## src/bcd_hold_defs.vh

```
// Constants for the BCD result port and measurement hold block
`ifndef BCD_HOLD_DEFS_VH
`define BCD_HOLD_DEFS_VH
// ****************************************
// Timing
// ****************************************
`define CLK_MHZ 250
`define T_SET_MS 7'h1E
`define T_VALID_MS 7'h28
`define T_TAIL_MS 7'h10
`define T_PERIOD_MS 7'h40
`define T_REARM_MS (`T_PERIOD_MS - `T_VALID_MS - `T_TAIL_MS)
`define MS_CYCLES (`CLK_MHZ * 1000)
// ****************************************
// Register byte offsets
// ****************************************
`define A_CTRL 8'h00
`define A_OFFSET 8'h04
`define A_HI 8'h08
`define A_LO 8'h0C
`define A_TEACH 8'h10
`define A_STATUS 8'h14
`define A_VALUE 8'h18
// ****************************************
// Control fields
// ****************************************
`define F_MODE_LSB 0
`define F_STBY 3
`define F_SLOPE 4
`define F_SIGN 5
`define F_TEACH 6
`define F_CLEAR 7
`define MODE_NORMAL 3'h0
`define MODE_PEAK 3'h1
`define MODE_BOTTOM 3'h2
`define MODE_SAMPLE 3'h3
`define MODE_P2P 3'h4
// ****************************************
// Reset values and BCD clamp limit
// ****************************************
`define CTRL_RST 6'h00
`define OFFSET_RST 20'h00000
`define HI_RST 20'h7FFFF
`define LO_RST 20'h80000
`define BCD_MAX 20'h1869F
`endif

```

## src/bcd_result_port.v

```verilog
// BCD result port with measurement hold, scaling and comparison
`timescale 1ns/10ps
`include "bcd_hold_defs.vh"
// Contract
// - Single transfer: word and qualifier appear 30 ms after demand rising edge.
// - Qualifier drops 40 ms after rising; data released 16 ms later.
// - While demand stays high, a fresh word is emitted every 64 ms.
// - Freeze during word change yields old or new word intact, never zeros.
// - Normal mode measures continuously; comparison follows every new result.
// - Peak or bottom hold keeps the largest or smallest value of the period.
// - Sampling hold latches the value on each sample strobe rising edge.
// - Peak-to-peak hold keeps maximum minus minimum over the period.
// - Standby keeps comparison outputs off until value first enters pass range.
// - Readings are scaled with offset shift, slope inversion and sign reversal.
// - Teach command captures the present value into a register that is only read back at A_TEACH.
// - Reset input restarts tracking; maximum and minimum are reloaded from the next measurement.
module bcd_result_port #(
    parameter MS_CYCLES = `MS_CYCLES
) (
    input wire clock,
    input wire rst,
    input wire [7:0] paddr,
    input wire psel,
    input wire penable,
    input wire pwrite,
    input wire [31:0] pwdata,
    output reg [31:0] prdata,
    output wire pready,
    output wire pslverr,
    input wire meas_valid,
    input wire [19:0] meas_data,
    input wire read_req_in,
    input wire sample_in,
    input wire freeze_in,
    input wire clear_in,
    input wire startup_delay_input,
    output reg [19:0] bcd_digits_q,
    output reg bcd_sign_q,
    output reg bcd_oe_q,
    output reg data_valid_q,
    output reg cmp_hi_q,
    output reg cmp_pass_q,
    output reg cmp_lo_q
);
    localparam ST_IDLE = 3'h0;
    localparam ST_SET = 3'h1;
    localparam ST_VALID = 3'h2;
    localparam ST_TAIL = 3'h3;
    localparam ST_REARM = 3'h4;

    // ****************************************
    // Pin synchronisers
    // ****************************************
    reg [4:0] sync1_q;
    reg [4:0] sync2_q;
    reg req_prev_q;
    reg samp_prev_q;
    reg clr_prev_q;
    wire req_s = sync2_q[0];
    wire samp_s = sync2_q[1];
    wire frz_s = sync2_q[2];
    wire clr_s = sync2_q[3];
    wire stdly_s = sync2_q[4];

    always @(posedge clock or posedge rst) begin
        if (rst) begin
            sync1_q <= 5'h00;
            sync2_q <= 5'h00;
            req_prev_q <= 1'b0;
            samp_prev_q <= 1'b0;
            clr_prev_q <= 1'b0;
        end else begin
            sync1_q <= {startup_delay_input, clear_in, freeze_in, sample_in, read_req_in};
            sync2_q <= sync1_q;
            req_prev_q <= req_s;
            samp_prev_q <= samp_s;
            clr_prev_q <= clr_s;
        end
    end

    wire req_rise = req_s & ~req_prev_q;
    wire samp_rise = samp_s & ~samp_prev_q;
    wire clr_rise = clr_s & ~clr_prev_q;

    // ****************************************
    // APB registers
    // ****************************************
    reg [5:0] ctrl_q;
    reg [19:0] offset_q;
    reg [19:0] hi_q;
    reg [19:0] lo_q;
    reg [19:0] teach_q;
    wire acc = psel & penable;
    wire hit = (paddr == `A_CTRL) | (paddr == `A_OFFSET) | (paddr == `A_HI) |
               (paddr == `A_LO) | (paddr == `A_TEACH) | (paddr == `A_STATUS) |
               (paddr == `A_VALUE);
    wire wr = acc & pwrite & hit;
    wire wr_ctrl = wr & (paddr == `A_CTRL);
    wire teach_cmd = wr_ctrl & pwdata[`F_TEACH];
    wire restart = clr_rise | (wr_ctrl & pwdata[`F_CLEAR]);
    wire [2:0] mode = ctrl_q[`F_MODE_LSB +: 3];
    wire stby_en = ctrl_q[`F_STBY];

    assign pready = 1'b1;
    assign pslverr = acc & ~hit;

    // ****************************************
    // Scaling
    // ****************************************
    reg [19:0] cur_q;
    wire [19:0] slope_v = ctrl_q[`F_SLOPE] ? (20'h00000 - meas_data) : meas_data;
    wire [19:0] shift_v = slope_v + offset_q;
    wire [19:0] scaled = ctrl_q[`F_SIGN] ? (20'h00000 - shift_v) : shift_v;
    // Startup delay input suspends measurement while it is asserted
    wire new_meas = meas_valid & ~stdly_s;

    always @(posedge clock or posedge rst) begin
        if (rst) begin
            ctrl_q <= `CTRL_RST;
            offset_q <= `OFFSET_RST;
            hi_q <= `HI_RST;
            lo_q <= `LO_RST;
            teach_q <= 20'h00000;
        end else begin
            if (wr_ctrl) ctrl_q <= pwdata[5:0];
            if (wr & (paddr == `A_OFFSET)) offset_q <= pwdata[19:0];
            if (wr & (paddr == `A_HI)) hi_q <= pwdata[19:0];
            if (wr & (paddr == `A_LO)) lo_q <= pwdata[19:0];
            if (teach_cmd) teach_q <= cur_q;
        end
    end

    // ****************************************
    // Hold modes
    // ****************************************
    reg [19:0] max_q;
    reg [19:0] min_q;
    reg [19:0] samp_q;
    reg track_q;
    reg [19:0] held;

    always @(posedge clock or posedge rst) begin
        if (rst) begin
            cur_q <= 20'h00000;
            max_q <= 20'h00000;
            min_q <= 20'h00000;
            samp_q <= 20'h00000;
            track_q <= 1'b0;
        end else begin
            if (new_meas) cur_q <= scaled;
            if (samp_rise) samp_q <= cur_q;
            if (new_meas) begin
                track_q <= 1'b1;
                if (restart || !track_q || $signed(scaled) > $signed(max_q)) max_q <= scaled;
                if (restart || !track_q || $signed(scaled) < $signed(min_q)) min_q <= scaled;
            end else if (restart) begin
                track_q <= 1'b0;
            end
        end
    end

    always @* begin
        case (mode)
            `MODE_NORMAL: held = cur_q;
            `MODE_PEAK: held = max_q;
            `MODE_BOTTOM: held = min_q;
            `MODE_SAMPLE: held = samp_q;
            `MODE_P2P: held = max_q - min_q;
            default: held = cur_q;
        endcase
    end

    // ****************************************
    // Comparison and standby
    // ****************************************
    reg armed_q;
    reg stby_prev_q;
    wire in_hi = $signed(held) > $signed(hi_q);
    wire in_lo = $signed(held) < $signed(lo_q);
    wire in_pass = ~in_hi & ~in_lo;
    wire gate = stby_en & (armed_q | ~stby_prev_q) & ~in_pass;

    always @(posedge clock or posedge rst) begin
        if (rst) begin
            armed_q <= 1'b1;
            stby_prev_q <= 1'b0;
            cmp_hi_q <= 1'b0;
            cmp_pass_q <= 1'b0;
            cmp_lo_q <= 1'b0;
        end else begin
            stby_prev_q <= stby_en;
            // Enabling standby re-arms it so the sequence starts afresh
            if (stby_en & ~stby_prev_q) armed_q <= 1'b1;
            else if (in_pass) armed_q <= 1'b0;
            cmp_hi_q <= in_hi & ~gate;
            cmp_pass_q <= in_pass;
            cmp_lo_q <= in_lo & ~gate;
        end
    end

    // ****************************************
    // Frozen source and BCD conversion
    // ****************************************
    reg [19:0] src_q;
    // Freeze only stops the source; a word is always loaded whole in one cycle
    always @(posedge clock or posedge rst) begin
        if (rst) src_q <= 20'h00000;
        else if (!frz_s) src_q <= held;
    end

    function [19:0] to_bcd;
        input [19:0] v;
        integer i;
        integer k;
        reg [19:0] b;
        reg [19:0] m;
        begin
            b = 20'h00000;
            m = (v > `BCD_MAX) ? `BCD_MAX : v;
            for (i = 0; i < 20; i = i + 1) begin
                for (k = 0; k < 5; k = k + 1) begin
                    if (b[4*k +: 4] > 4'h4) b[4*k +: 4] = b[4*k +: 4] + 4'h3;
                end
                b = {b[18:0], m[19 - i]};
            end
            to_bcd = b;
        end
    endfunction

    wire [19:0] mag = src_q[19] ? (20'h00000 - src_q) : src_q;
    wire [19:0] word_bcd = to_bcd(mag);

    // ****************************************
    // Millisecond timer and transfer sequence
    // ****************************************
    reg [17:0] div_q;
    reg [6:0] ph_q;
    reg [2:0] st_q;
    reg [6:0] target;
    wire ms_tick = (div_q == MS_CYCLES - 1);
    wire ph_done = ms_tick & (ph_q == target - 7'h01);

    always @* begin
        case (st_q)
            ST_SET: target = `T_SET_MS;
            ST_VALID: target = `T_VALID_MS;
            ST_TAIL: target = `T_TAIL_MS;
            ST_REARM: target = `T_REARM_MS;
            default: target = 7'h01;
        endcase
    end

    always @(posedge clock or posedge rst) begin
        if (rst) begin
            div_q <= 18'h00000;
            ph_q <= 7'h00;
            st_q <= ST_IDLE;
            bcd_digits_q <= 20'h00000;
            bcd_sign_q <= 1'b0;
            bcd_oe_q <= 1'b0;
            data_valid_q <= 1'b0;
        end else begin
            div_q <= ms_tick ? 18'h00000 : div_q + 18'h00001;
            if (ms_tick) ph_q <= ph_q + 7'h01;
            case (st_q)
                ST_IDLE: begin
                    if (req_rise) begin
                        st_q <= ST_SET;
                        div_q <= 18'h00000;
                        ph_q <= 7'h00;
                    end
                end
                ST_SET: begin
                    if (ph_done) begin
                        bcd_digits_q <= word_bcd;
                        bcd_sign_q <= src_q[19];
                        bcd_oe_q <= 1'b1;
                        data_valid_q <= 1'b1;
                        st_q <= ST_VALID;
                        ph_q <= 7'h00;
                    end
                end
                ST_VALID: begin
                    if (ph_done) begin
                        data_valid_q <= 1'b0;
                        st_q <= ST_TAIL;
                        ph_q <= 7'h00;
                    end
                end
                ST_TAIL: begin
                    if (ph_done) begin
                        ph_q <= 7'h00;
                        if (req_s) begin
                            bcd_digits_q <= word_bcd;
                            bcd_sign_q <= src_q[19];
                            st_q <= ST_REARM;
                        end else begin
                            bcd_digits_q <= 20'h00000;
                            bcd_sign_q <= 1'b0;
                            bcd_oe_q <= 1'b0;
                            st_q <= ST_IDLE;
                        end
                    end
                end
                ST_REARM: begin
                    if (ph_done) begin
                        data_valid_q <= 1'b1;
                        st_q <= ST_VALID;
                        ph_q <= 7'h00;
                    end
                end
                default: st_q <= ST_IDLE;
            endcase
        end
    end

    // ****************************************
    // Read data
    // ****************************************
    always @* begin
        prdata = 32'h00000000;
        if (acc & ~pwrite) begin
            case (paddr)
                `A_CTRL: prdata = {26'h0000000, ctrl_q};
                `A_OFFSET: prdata = {12'h000, offset_q};
                `A_HI: prdata = {12'h000, hi_q};
                `A_LO: prdata = {12'h000, lo_q};
                `A_TEACH: prdata = {12'h000, teach_q};
                `A_STATUS: prdata = {24'h000000, st_q, track_q, armed_q,
                                     cmp_lo_q, cmp_pass_q, cmp_hi_q};
                `A_VALUE: prdata = {12'h000, held};
                default: prdata = 32'h00000000;
            endcase
        end
    end
endmodule // bcd_result_port

```

## config.mk

```make
export PLATFORM = sky130hd
export DESIGN_NAME = bcd_result_port
export DESIGN_NICKNAME = d
export VERILOG_FILES = /design/src/bcd_result_port.v
export VERILOG_INCLUDE_DIRS = /design/src
export SDC_FILE = /design/constraint.sdc
export NUM_CORES = 1
export LEC_CHECK = 0
export BUFFER_PORTS_ARGS = -buffer_cell sky130_fd_sc_hd__buf_4
export CAP_MARGIN = 20
export CORE_UTILIZATION = 55
export CTS_CLUSTER_SIZE = 20
export DETAILED_ROUTE_END_ITERATION = 8
export PLACE_DENSITY = 0.7
export SETUP_SLACK_MARGIN = 0.05
export SLEW_MARGIN = 0
export SYNTH_ARGS = -nofsm -noshare
export SYNTH_HDL_FRONTEND = slang
export SYNTH_SLANG_ARGS = --single-unit
```

## constraint.sdc

```tcl
create_clock -name clock -period 20.2 [get_ports clock]
set_input_delay 4.04 -clock clock [delete_from_list [all_inputs] [get_ports clock]]
set_output_delay 4.04 -clock clock [all_outputs]
set_load 0.005 [all_outputs]
```

; ---- Word level (Yosys, flattened, before mapping)
; Index checks and enable logic that the tools add are counted.
[word_totals]
reg_bits = 256
out_inout_bits = 60
elab_cells = 326
[classes]
n_addsub = 63
magnitude_cmp = 60
eq_ne = 22
mux = 94
n_bitwise = 41
reduce_logical = 18
[op_table]
columns = operator, n
row1 = $gt 4x3->1 const B, 50
row2 = $mux 4, 50
row3 = $add 4x2->4 const B, 46
row4 = $mux 20, 8
row5 = $pmux 20 s7, 1
row6 = $pmux 20 s4, 1
row7 = $sub 1x20->20 const A, 3
row8 = $mux 18, 3
row9 = $gt 20x20->1, 2
row10 = $lt 20x20->1, 2
row11 = $pmux 20 s2, 1
row12 = $mux 3, 10
row13 = $eq 8x5->1 const B, 3
row14 = $pmux 6 s4, 1
row15 = $and 1x1->1, 22
row16 = $mux 7, 3
row17 = $add 20x20->20, 1
row18 = $gt 20x17->1 const B, 1
row19 = $sub 20x20->20, 1
row20 = $add 18x1->18 const B, 1
row21 = $eq 18x18->1 const B, 1
row22 = $add 3x2->4 const B, 4
row23 = $eq 8x4->1 const B, 2
row24 = $add 3x2->3 const B, 5
row25 = other kinds (26), 76

; ---- Depth between registers and ports, before layout
; Gate-level depths: netlist of run 1.
[depth]
word_depth = 41
mapped_depth = 92
ltp_nobuf = 86

; ---- Worst setup path before layout of run 1
; No wires, ideal clock.
[synth_path]
path_type = flip-flop to flip-flop
startpoint = reg src_q[9]
endpoint = reg bcd_digits_q[14]
setup_time_ns = 0.074
arrival_time_ns = 14.781
t_required_ns = 20.126
slack_ns = 5.345
stages_incl_launch_ff = 75
path_buffers = 6
period_less_slack_ns = 14.855
path_cell_list = dfrtp_1 -> buf_6 -> or4_4 -> or3_4 -> o41ai_4 -> xnor2_1 -> a211oi_2 -> nand2_2 -> ha_1 -> or3_1 -> buf_2 -> and3_4 -> or2_1 -> buf_2 -> ha_1 -> o311a_1 -> o21a_1 -> buf_2 -> (+39 left out) -> o211a_1 -> mux2i_1 -> maj3_2 -> mux2_2 -> nor4_2 -> nor2_1 -> buf_2 -> mux2_2 -> or4_1 -> o211ai_2 -> nor4_1 -> a211o_1 -> a2111oi_4 -> ha_1 -> inv_1 -> a21oi_2 -> mux2_4 -> o21ai_2
[synth_between]
elab_chain_len = 41
[synth_rtl]
columns = item, line
row1 = from (decl), bcd_result_port.v:204  ; reg [19:0] src_q;
row2 = from (signal assigned), bcd_result_port.v:208  ; else if (!frz_s) src_q <= held;
row3 = $sub 1x20->20, bcd_result_port.v:230  ; wire [19:0] mag = src_q[19] ? (20'h00000 - src_q) : src_q;
row4 = $mux 20 (*), bcd_result_port.v:230
row5 = $gt 20x17->1 (no line), n/a
row6 = $mux 20 (*), bcd_result_port.v:219  ; m = (v > `BCD_MAX) ? `BCD_MAX : v;
row7 = $add 3x2->4 or $gt 3x3->1 (tied branches), bcd_result_port.v:222  ; if (b[4*k +: 4] > 4'h4) b[4*k +: 4] = b[4*k +: 4] + 4'h3;
row8 = $mux 4, bcd_result_port.v:222
row9 = $add 4x2->4 or $gt 4x3->1 (tied branches), bcd_result_port.v:222
row10 = $mux 4, bcd_result_port.v:222
row11 = (+25 left out), n/a
row12 = $mux 4, bcd_result_port.v:222
row13 = $add 4x2->4 or $gt 4x3->1 (tied branches), bcd_result_port.v:222
row14 = $mux 4, bcd_result_port.v:222
row15 = $add 4x2->4 or $gt 4x3->1 (tied branches), bcd_result_port.v:222
row16 = $mux 4 (*), bcd_result_port.v:222
row17 = $mux 20, bcd_result_port.v:293  ; if (req_s) begin
row18 = $mux 20, bcd_result_port.v:291  ; if (ph_done) begin
row19 = $pmux 20 s2 (*), bcd_result_port.v:265  ; case (st_q)
row20 = to (signal assigned), bcd_result_port.v:275  ; bcd_digits_q <= word_bcd;
row21 = to (signal assigned), bcd_result_port.v:294  ; bcd_digits_q <= word_bcd;
row22 = to (decl), bcd_result_port.v:37  ; output reg [19:0] bcd_digits_q,
; Every way passes the cells marked *; elsewhere a longest branch is shown, timed or not. The select of a mux whose other input is x is not followed.
; A chain may end at the register's enable or synchronous reset.

; ---- Worst setup path in the final report of run 1
[layout_path]
startpoint = reg src_q[5]
endpoint = reg bcd_digits_q[17]
[layout_between]
elab_chain_len = 41
[layout_rtl]
columns = item, line
row1 = $sub 1x20->20, bcd_result_port.v:230
row2 = $mux 20 (*), bcd_result_port.v:230
row3 = $gt 20x17->1 (no line), n/a
row4 = $mux 20 (*), bcd_result_port.v:219
row5 = $add 3x2->4 or $gt 3x3->1 (tied branches), bcd_result_port.v:222
row6 = $mux 4, bcd_result_port.v:222
row7 = $add 4x2->4 or $gt 4x3->1 (tied branches), bcd_result_port.v:222
row8 = $mux 4, bcd_result_port.v:222
row9 = (+25 left out), n/a
row10 = $mux 4 or $mux 3 (tied branches), bcd_result_port.v:222
row11 = $add 4x2->4 (tied with other cells), bcd_result_port.v:222
row12 = $mux 4 or $mux 3 (tied branches), bcd_result_port.v:222
row13 = $gt 4x3->1 or $add 3x2->3 (tied branches), bcd_result_port.v:222
row14 = $mux 3 (*), bcd_result_port.v:222
row15 = $mux 20, bcd_result_port.v:293
row16 = $mux 20, bcd_result_port.v:291
row17 = $pmux 20 s2 (*), bcd_result_port.v:265
; Marked as above.

==> out/summary.txt, run 1 <==
Status -> complete, no violations
Initial Utilization -> 55.8%
Total CTS buffers -> 28
Crit share post-route -> 87.8%
CTS Hold Bufs -> 0
Die area -> 0.0481 mm²
Largest net degree at the start of global routing -> 99
Clock sink count -> 256
I/O pins -> 131
Slew @ Worst Pin -> 1240 ps
Setup Fix Bufs, Post-CTS -> 0
Hold Startpoint -> sync1_q[3]$_DFF_PP0_
Placer Congestion -> 0.904
Max-Cap Viols -> 0
Longest Clk Path Bufs -> 3
Via count -> 24,800
RR Startpoint -> src_q[5]$_DFFE_PP0N_
Root buffer cell -> clkbuf_16
Core ar. -> 0.0466 mm²
Top cells by area, synth -> dfrtp_1 23%, ha_1 8.2%, mux2_2 5.3%
Global-route wire length before repair -> 118,000 µm
CTS resizes -> 0
Worst r2r dst -> bcd_digits_q[17]$_DFFE_PP0P_
Layout net count -> 3,459
Total Wirelength -> 73,400 µm
RSZ-0062 raised after global routing -> no
Share of cells above drive strength 1 -> 14.6%
Area Growth Syn to Fin -> 8.63%
CTS tree -> done
Hold_ws -> 349 ps
ANT cells -> 0
Final hold violations -> 0
Crit-path max FO -> 16
Sum Neg Setup Slack -> 0 ps
Port bufs -> 105
Min-delay worst type -> register to register
Via density -> 6.45
Async set or reset register ratio after synthesis -> 100%
Die height -> 219 µm
Pins Over Slew Limit -> 0
R2R cell count -> 69
ANT nets after route -> 0
Worst slew margin -> 17.3%
Area after DPL -> 0.0272 mm²
Final core occ -> 60.6%
Slowest CP cell -> or4_4
Fmax -> 56.4 MHz
Overflow after GRT -> 0
Critical Path Source Type -> register
Worst Hold End -> sync2_q[3]$_DFF_PP0_
Seq/Total Area, Yosys -> 24.7%
Worst Path Arrival -> 18,150 ps
Setup CP Type -> register to register
Fin area -> 0.0282 mm²
CP most frequent cell -> ha_1
H-Tree Depth -> 1
GRT Total Usage -> 29.8%
Worst reg2reg setup slack -> 2450 ps
Top_reg_cell synth -> dfrtp_1
Reg clk slew, reported paths -> 60 ps
Post-Synthesis Cells -> 3,161
Crit. End Element -> register
DPL Wire Length -> 54,300 µm
Hold-critical path depth -> 0
Final Critical Period -> 17,750 ps
Worst path max stage delay -> 630 ps
Worst skew pair latency -> 560 ps
Number of remaining DRC errors -> 0
Critical path data required time -> 20,610 ps
Initial antenna violation count -> 1
Final Setup Violations -> 0
Yosys reg bits -> 256
Mean post-synth cell area -> 8.22 µm²
Netlist cell types -> 141
Die width -> 219 µm
Ys Warns -> 0
Filler cell count -> 4,130
Clock Skew -> 9.79 ps
Post-synth EDFFs -> 0
Area share of the largest cell type after synthesis -> 22.6%
Vias in the first global route -> 23,200
Row cnt -> 79
TritonRoute pass-1 iters -> 9
Initial DRC count -> 2,116
Synthesized area -> 0.0260 mm²
WL per Instance -> 19.1 µm
Yosys top cell by area -> dfrtp_1
[per-stage QoR]
step / instances / worst slack (ps)
2_1_floorplan: 3190 / 5340
3_3_place_gp: 3787 / 3130
3_5_place_dp: 3787 / 2920
4_1_cts: 3839 / 2760
5_1_grt: 3844 / 1030
6_report: 3844 / 2450
[layout by cell type (no fill, tap or decap), types with 14 or more instances in the layout]
cell type  instances
inv_1            179
buf_4            127
conb_1            31
mux2i_1           45
clkbuf_16         28
o211ai_1          37
nand2_1          342
a22o_1            15
or3_1             39
and3_1            26
o31ai_1           27
nor2_1           183
o21ai_0          228
nand3_1           80
nor2b_1           35
dfrtp_1          235
dfstp_2           21
a31oi_1           48
o221ai_1          24
nand4_1           34
xnor2_1          121
a22oi_1           49
o2111ai_1         14
o211a_1           17
nor3_1            72
ha_1             171
and2_1            36
a21oi_1          180
o21ai_1           32
o21a_1            15
o21bai_1          31
a211oi_1          35
nand2b_1          39
mux2_2           122
a21o_1            52
o22ai_1           28
xor2_1            45
[layer usage]
layer / part of all wire [%] / vias to the layer above / global-route usage (%)
met3: 4.9 / 146 / 2.69
li1: - / 11900 / -
met4: 3.5 / 2 / 11.4
met2: 48 / 750 / 51.1
met5: 0.044 / - / 0
met1: 43 / 12000 / 38.8
[worst max-delay path, delay by kind of cell (launching register included)]
| family | cells | cell delay (ps) |
|---|---|---|
| AND/OR/NAND/NOR | 19 | 5330 |
| AO/OA/AOI/OAI | 22 | 5040 |
| adder cells (fa/ha/maj) | 10 | 3190 |
| XOR/XNOR | 5 | 1260 |
| buffers and inverters | 8 | 1210 |
| multiplexers | 5 | 1080 |
| flip-flops | 1 | 460 |
[cell type report]
cell class / count / area [µm²] / area share [%]
Sequential cell: 256 / 6430 / 22.8
Tap cell: 607 / 759 / 2.69
Inverter: 184 / 698 / 2.47
Timing Repair Buffer: 131 / 1010 / 3.58
Multi-Input combinational cell: 2614 / 18400 / 65.2
Clock buffer: 37 / 764 / 2.71
Clock inverter: 15 / 171 / 0.607
[cell families after synthesis]
family                     Yosys count  synth area share [%]
other                                2                0.0289
and+or+nand+nor                    995                  18.8
muxes                              174                  7.40
adders and majority gates          175                  8.47
buffers and inverters              320                  5.07
xor gates and xnor gates           172                  6.02
AOI/OAI and AO/OA                 1067                  29.5
DFF                                256                  24.7
[registers in the layout, summed over array words and instances, names as in the netlist, 3 cells and up]
name,cells
teach_q,20
ph_q,7
cur_q,20
sync1_q,5
bcd_digits_q,20
sync2_q,5
offset_q,20
st_q,3
ctrl_q,6
hi_q,20
samp_q,20
min_q,20
div_q,18
lo_q,20
src_q,20
max_q,20
[worst max-delay path by stage]
stage | from | slack [ps] | to | depth (start not counted)
floorplan | src_q[9]$_DFFE_PP0N_ | 5340 | bcd_digits_q[14]$_DFFE_PP0P_ | 74
global placement | src_q[5]$_DFFE_PP0N_ | 3130 | bcd_digits_q[17]$_DFFE_PP0P_ | 69
detailed placement | src_q[5]$_DFFE_PP0N_ | 2920 | bcd_digits_q[17]$_DFFE_PP0P_ | 69
CTS | src_q[5]$_DFFE_PP0N_ | 2760 | bcd_digits_q[17]$_DFFE_PP0P_ | 69
global route | src_q[0]$_DFFE_PP0N_ | 1030 | bcd_digits_q[17]$_DFFE_PP0P_ | 71
finish | src_q[5]$_DFFE_PP0N_ | 2450 | bcd_digits_q[17]$_DFFE_PP0P_ | 69
[synth_stat cells (39+ instances only)]
master / number
nand2_1: 342
dfrtp_1: 235
o21ai_0: 228
nor2_1: 184
a21oi_1: 181
inv_1: 180
ha_1: 171
mux2_2: 122
xnor2_1: 121
clkbuf_1: 88
nand3_1: 80
nor3_1: 76
a21o_1: 52
a22oi_1: 49
a31oi_1: 49
mux2i_1: 45
xor2_1: 45
nand2b_1: 39
or3_1: 39
Power of run 1 is left out: the tool's default activity adds up to more than one toggle a clock period on the data nets, which glitch-free logic cannot reach.
==> run 2: changes to the inputs <==
BUFFER_PORTS_ARGS = default   (was -buffer_cell sky130_fd_sc_hd__buf_4)
DONT_BUFFER_PORTS = 1   (was default)
PLACE_DENSITY = 0.67   (was 0.7)
==> run 2 against run 1 <==
Cell area decreased by 2.9%. Critical path depth increased by 2. Non-clock buffer count fell by 111. Die area unchanged. Maximum frequency rose by 0.79%. Critical path type unchanged. Critical endpoint unchanged. Largest cell class unchanged. Highest routed layer is now met4.
==> out/summary.txt, run 2 (same netlist as run 1, synthesis figures left out) <==
Status -> complete, no violations
Die width -> 219 µm
Pins Over Slew Limit -> 0
ANT cells -> 0
Fmax -> 56.8 MHz
Worst slew margin -> 19.7%
Critical path data required time -> 20,610 ps
Delay-heaviest family, CP -> simple AND/OR/NAND/NOR gates
Clock sink count -> 256
Largest net degree at the start of global routing -> 124
CP most frequent cell -> ha_1
Overflow after GRT -> 0
Crit share post-route -> 87.2%
Via density -> 6.42
WL per Instance -> 19.0 µm
Clock Skew -> 16.4 ps
Commonest non-fill, non-tap cell in the layout -> nand2_1
Critical Path Source Type -> register
DPL Wire Length -> 54,300 µm
Worst path max stage delay -> 660 ps
ANT nets after route -> 0
Initial DRC count -> 1,881
CTS tree -> done
CP bufs+invs -> 9
GRT Total Usage -> 28.9%
Area Growth Syn to Fin -> 5.52%
Global-route wire length before repair -> 114,000 µm
Worst skew pair latency -> 560 ps
Reg clk slew, reported paths -> 60 ps
Share of cells above drive strength 1 -> 11.6%
Filler cell count -> 4,164
Crit-path max FO -> 16
Longest Clk Path Bufs -> 3
Final Critical Period -> 17,610 ps
Metal3 WL -> 3380 µm
Placer Congestion -> 0.901
RSZ-0062 raised after global routing -> no
Setup CP Type -> register to register
Crit. End Element -> register
Slew @ Worst Pin -> 1200 ps
Most frequent cells in the layout -> 342 x nand2_1, 235 x dfrtp_1, 228 x o21ai_0
Vias in the first global route -> 22,300
Initial Utilization -> 55.8%
Routed length on met2 -> 34,400 µm
Row cnt -> 79
Core ar. -> 0.0466 mm²
Sum Neg Setup Slack -> 0 ps
Die area -> 0.0481 mm²
Die height -> 219 µm
Root buffer cell -> clkbuf_16
Number of remaining DRC errors -> 0
Final hold violations -> 0
H-Tree Depth -> 1
Setup Fix Bufs, Post-CTS -> 0
Layout net count -> 3,348
Via count -> 24,000
Max-Cap Viols -> 0
DR top layer -> met4
Total Wirelength -> 71,000 µm
TritonRoute pass-1 iters -> 6
CTS resizes -> 0
Final Setup Violations -> 0
Initial antenna violation count -> 0
Port bufs -> 0
Total CTS buffers -> 28
WL met1 -> 30,800 µm
I/O pins -> 131
CTS Hold Bufs -> 0
Min-delay worst type -> register to register
Worst Path Arrival -> 18,020 ps
Slowest CP cell -> or4b_1
## run 2: cell types whose count changed in the layout (fill, tap and decap cells not counted), moves of 2 or more
cell        delta
clkbuf_8       +2
clkbuf_1       -2
clkinv_2       +5
clkinv_4       -2
buf_4        -108
clkinvlp_4     -5
## run 2: cell type report
class	count	area, µm²	share of cell area, %
Clock buffer	39	823	3.00
Clock inverter	13	155	0.566
Timing Repair Buffer	20	170	0.620
Tap cell	607	759	2.77
Inverter	184	698	2.55
Multi-Input combinational cell	2614	18400	67.0
Sequential cell	256	6430	23.5
## run 2: path summary, 6_finish.rpt
| path | start | end | slack, ps | depth (start not counted) |
|---|---|---|---|---|
| setup / recovery | src_q[0]$_DFFE_PP0N_ | bcd_digits_q[17]$_DFFE_PP0P_ | 2590 | 71 |
| setup reg to reg | src_q[0]$_DFFE_PP0N_ | bcd_digits_q[17]$_DFFE_PP0P_ | 2590 | 71 |
| hold reg to reg | sync1_q[4]$_DFF_PP0_ | sync2_q[4]$_DFF_PP0_ | 340 | 0 |
| max in group asynchronous | rst | lo_q[18]$_DFFE_PP0P_ | 15260 | 2 |
| min in group asynchronous | rst | div_q[8]$_DFF_PP0_ | 3480 | 1 |
| hold / removal | sync1_q[4]$_DFF_PP0_ | sync2_q[4]$_DFF_PP0_ | 340 | 0 |
## run 2: per-stage QoR
stage                     cells  util [%]  hold WS, ps  setup slack [ps]  area, µm²
after floorplan            3190         -          331              5340      26100
after CTS                  3733      58.9          337              2820      27400
after global placement     3680      56.7          335              3160      26400
final                      3733      58.9          336              2590      27400
after global routing       3733      58.9          350               965      27400
after detailed placement   3681      56.8          338              2870      26400
## run 2: metal layers
layer / global-route usage (%) / vias to the layer above
met4: 10.3 / 0
met1: 37.2 / 11500
met2: 49.8 / 657
li1: - / 11700
met3: 3.13 / 130
met5: 0 / -
Power of run 2 is left out for the same reason.
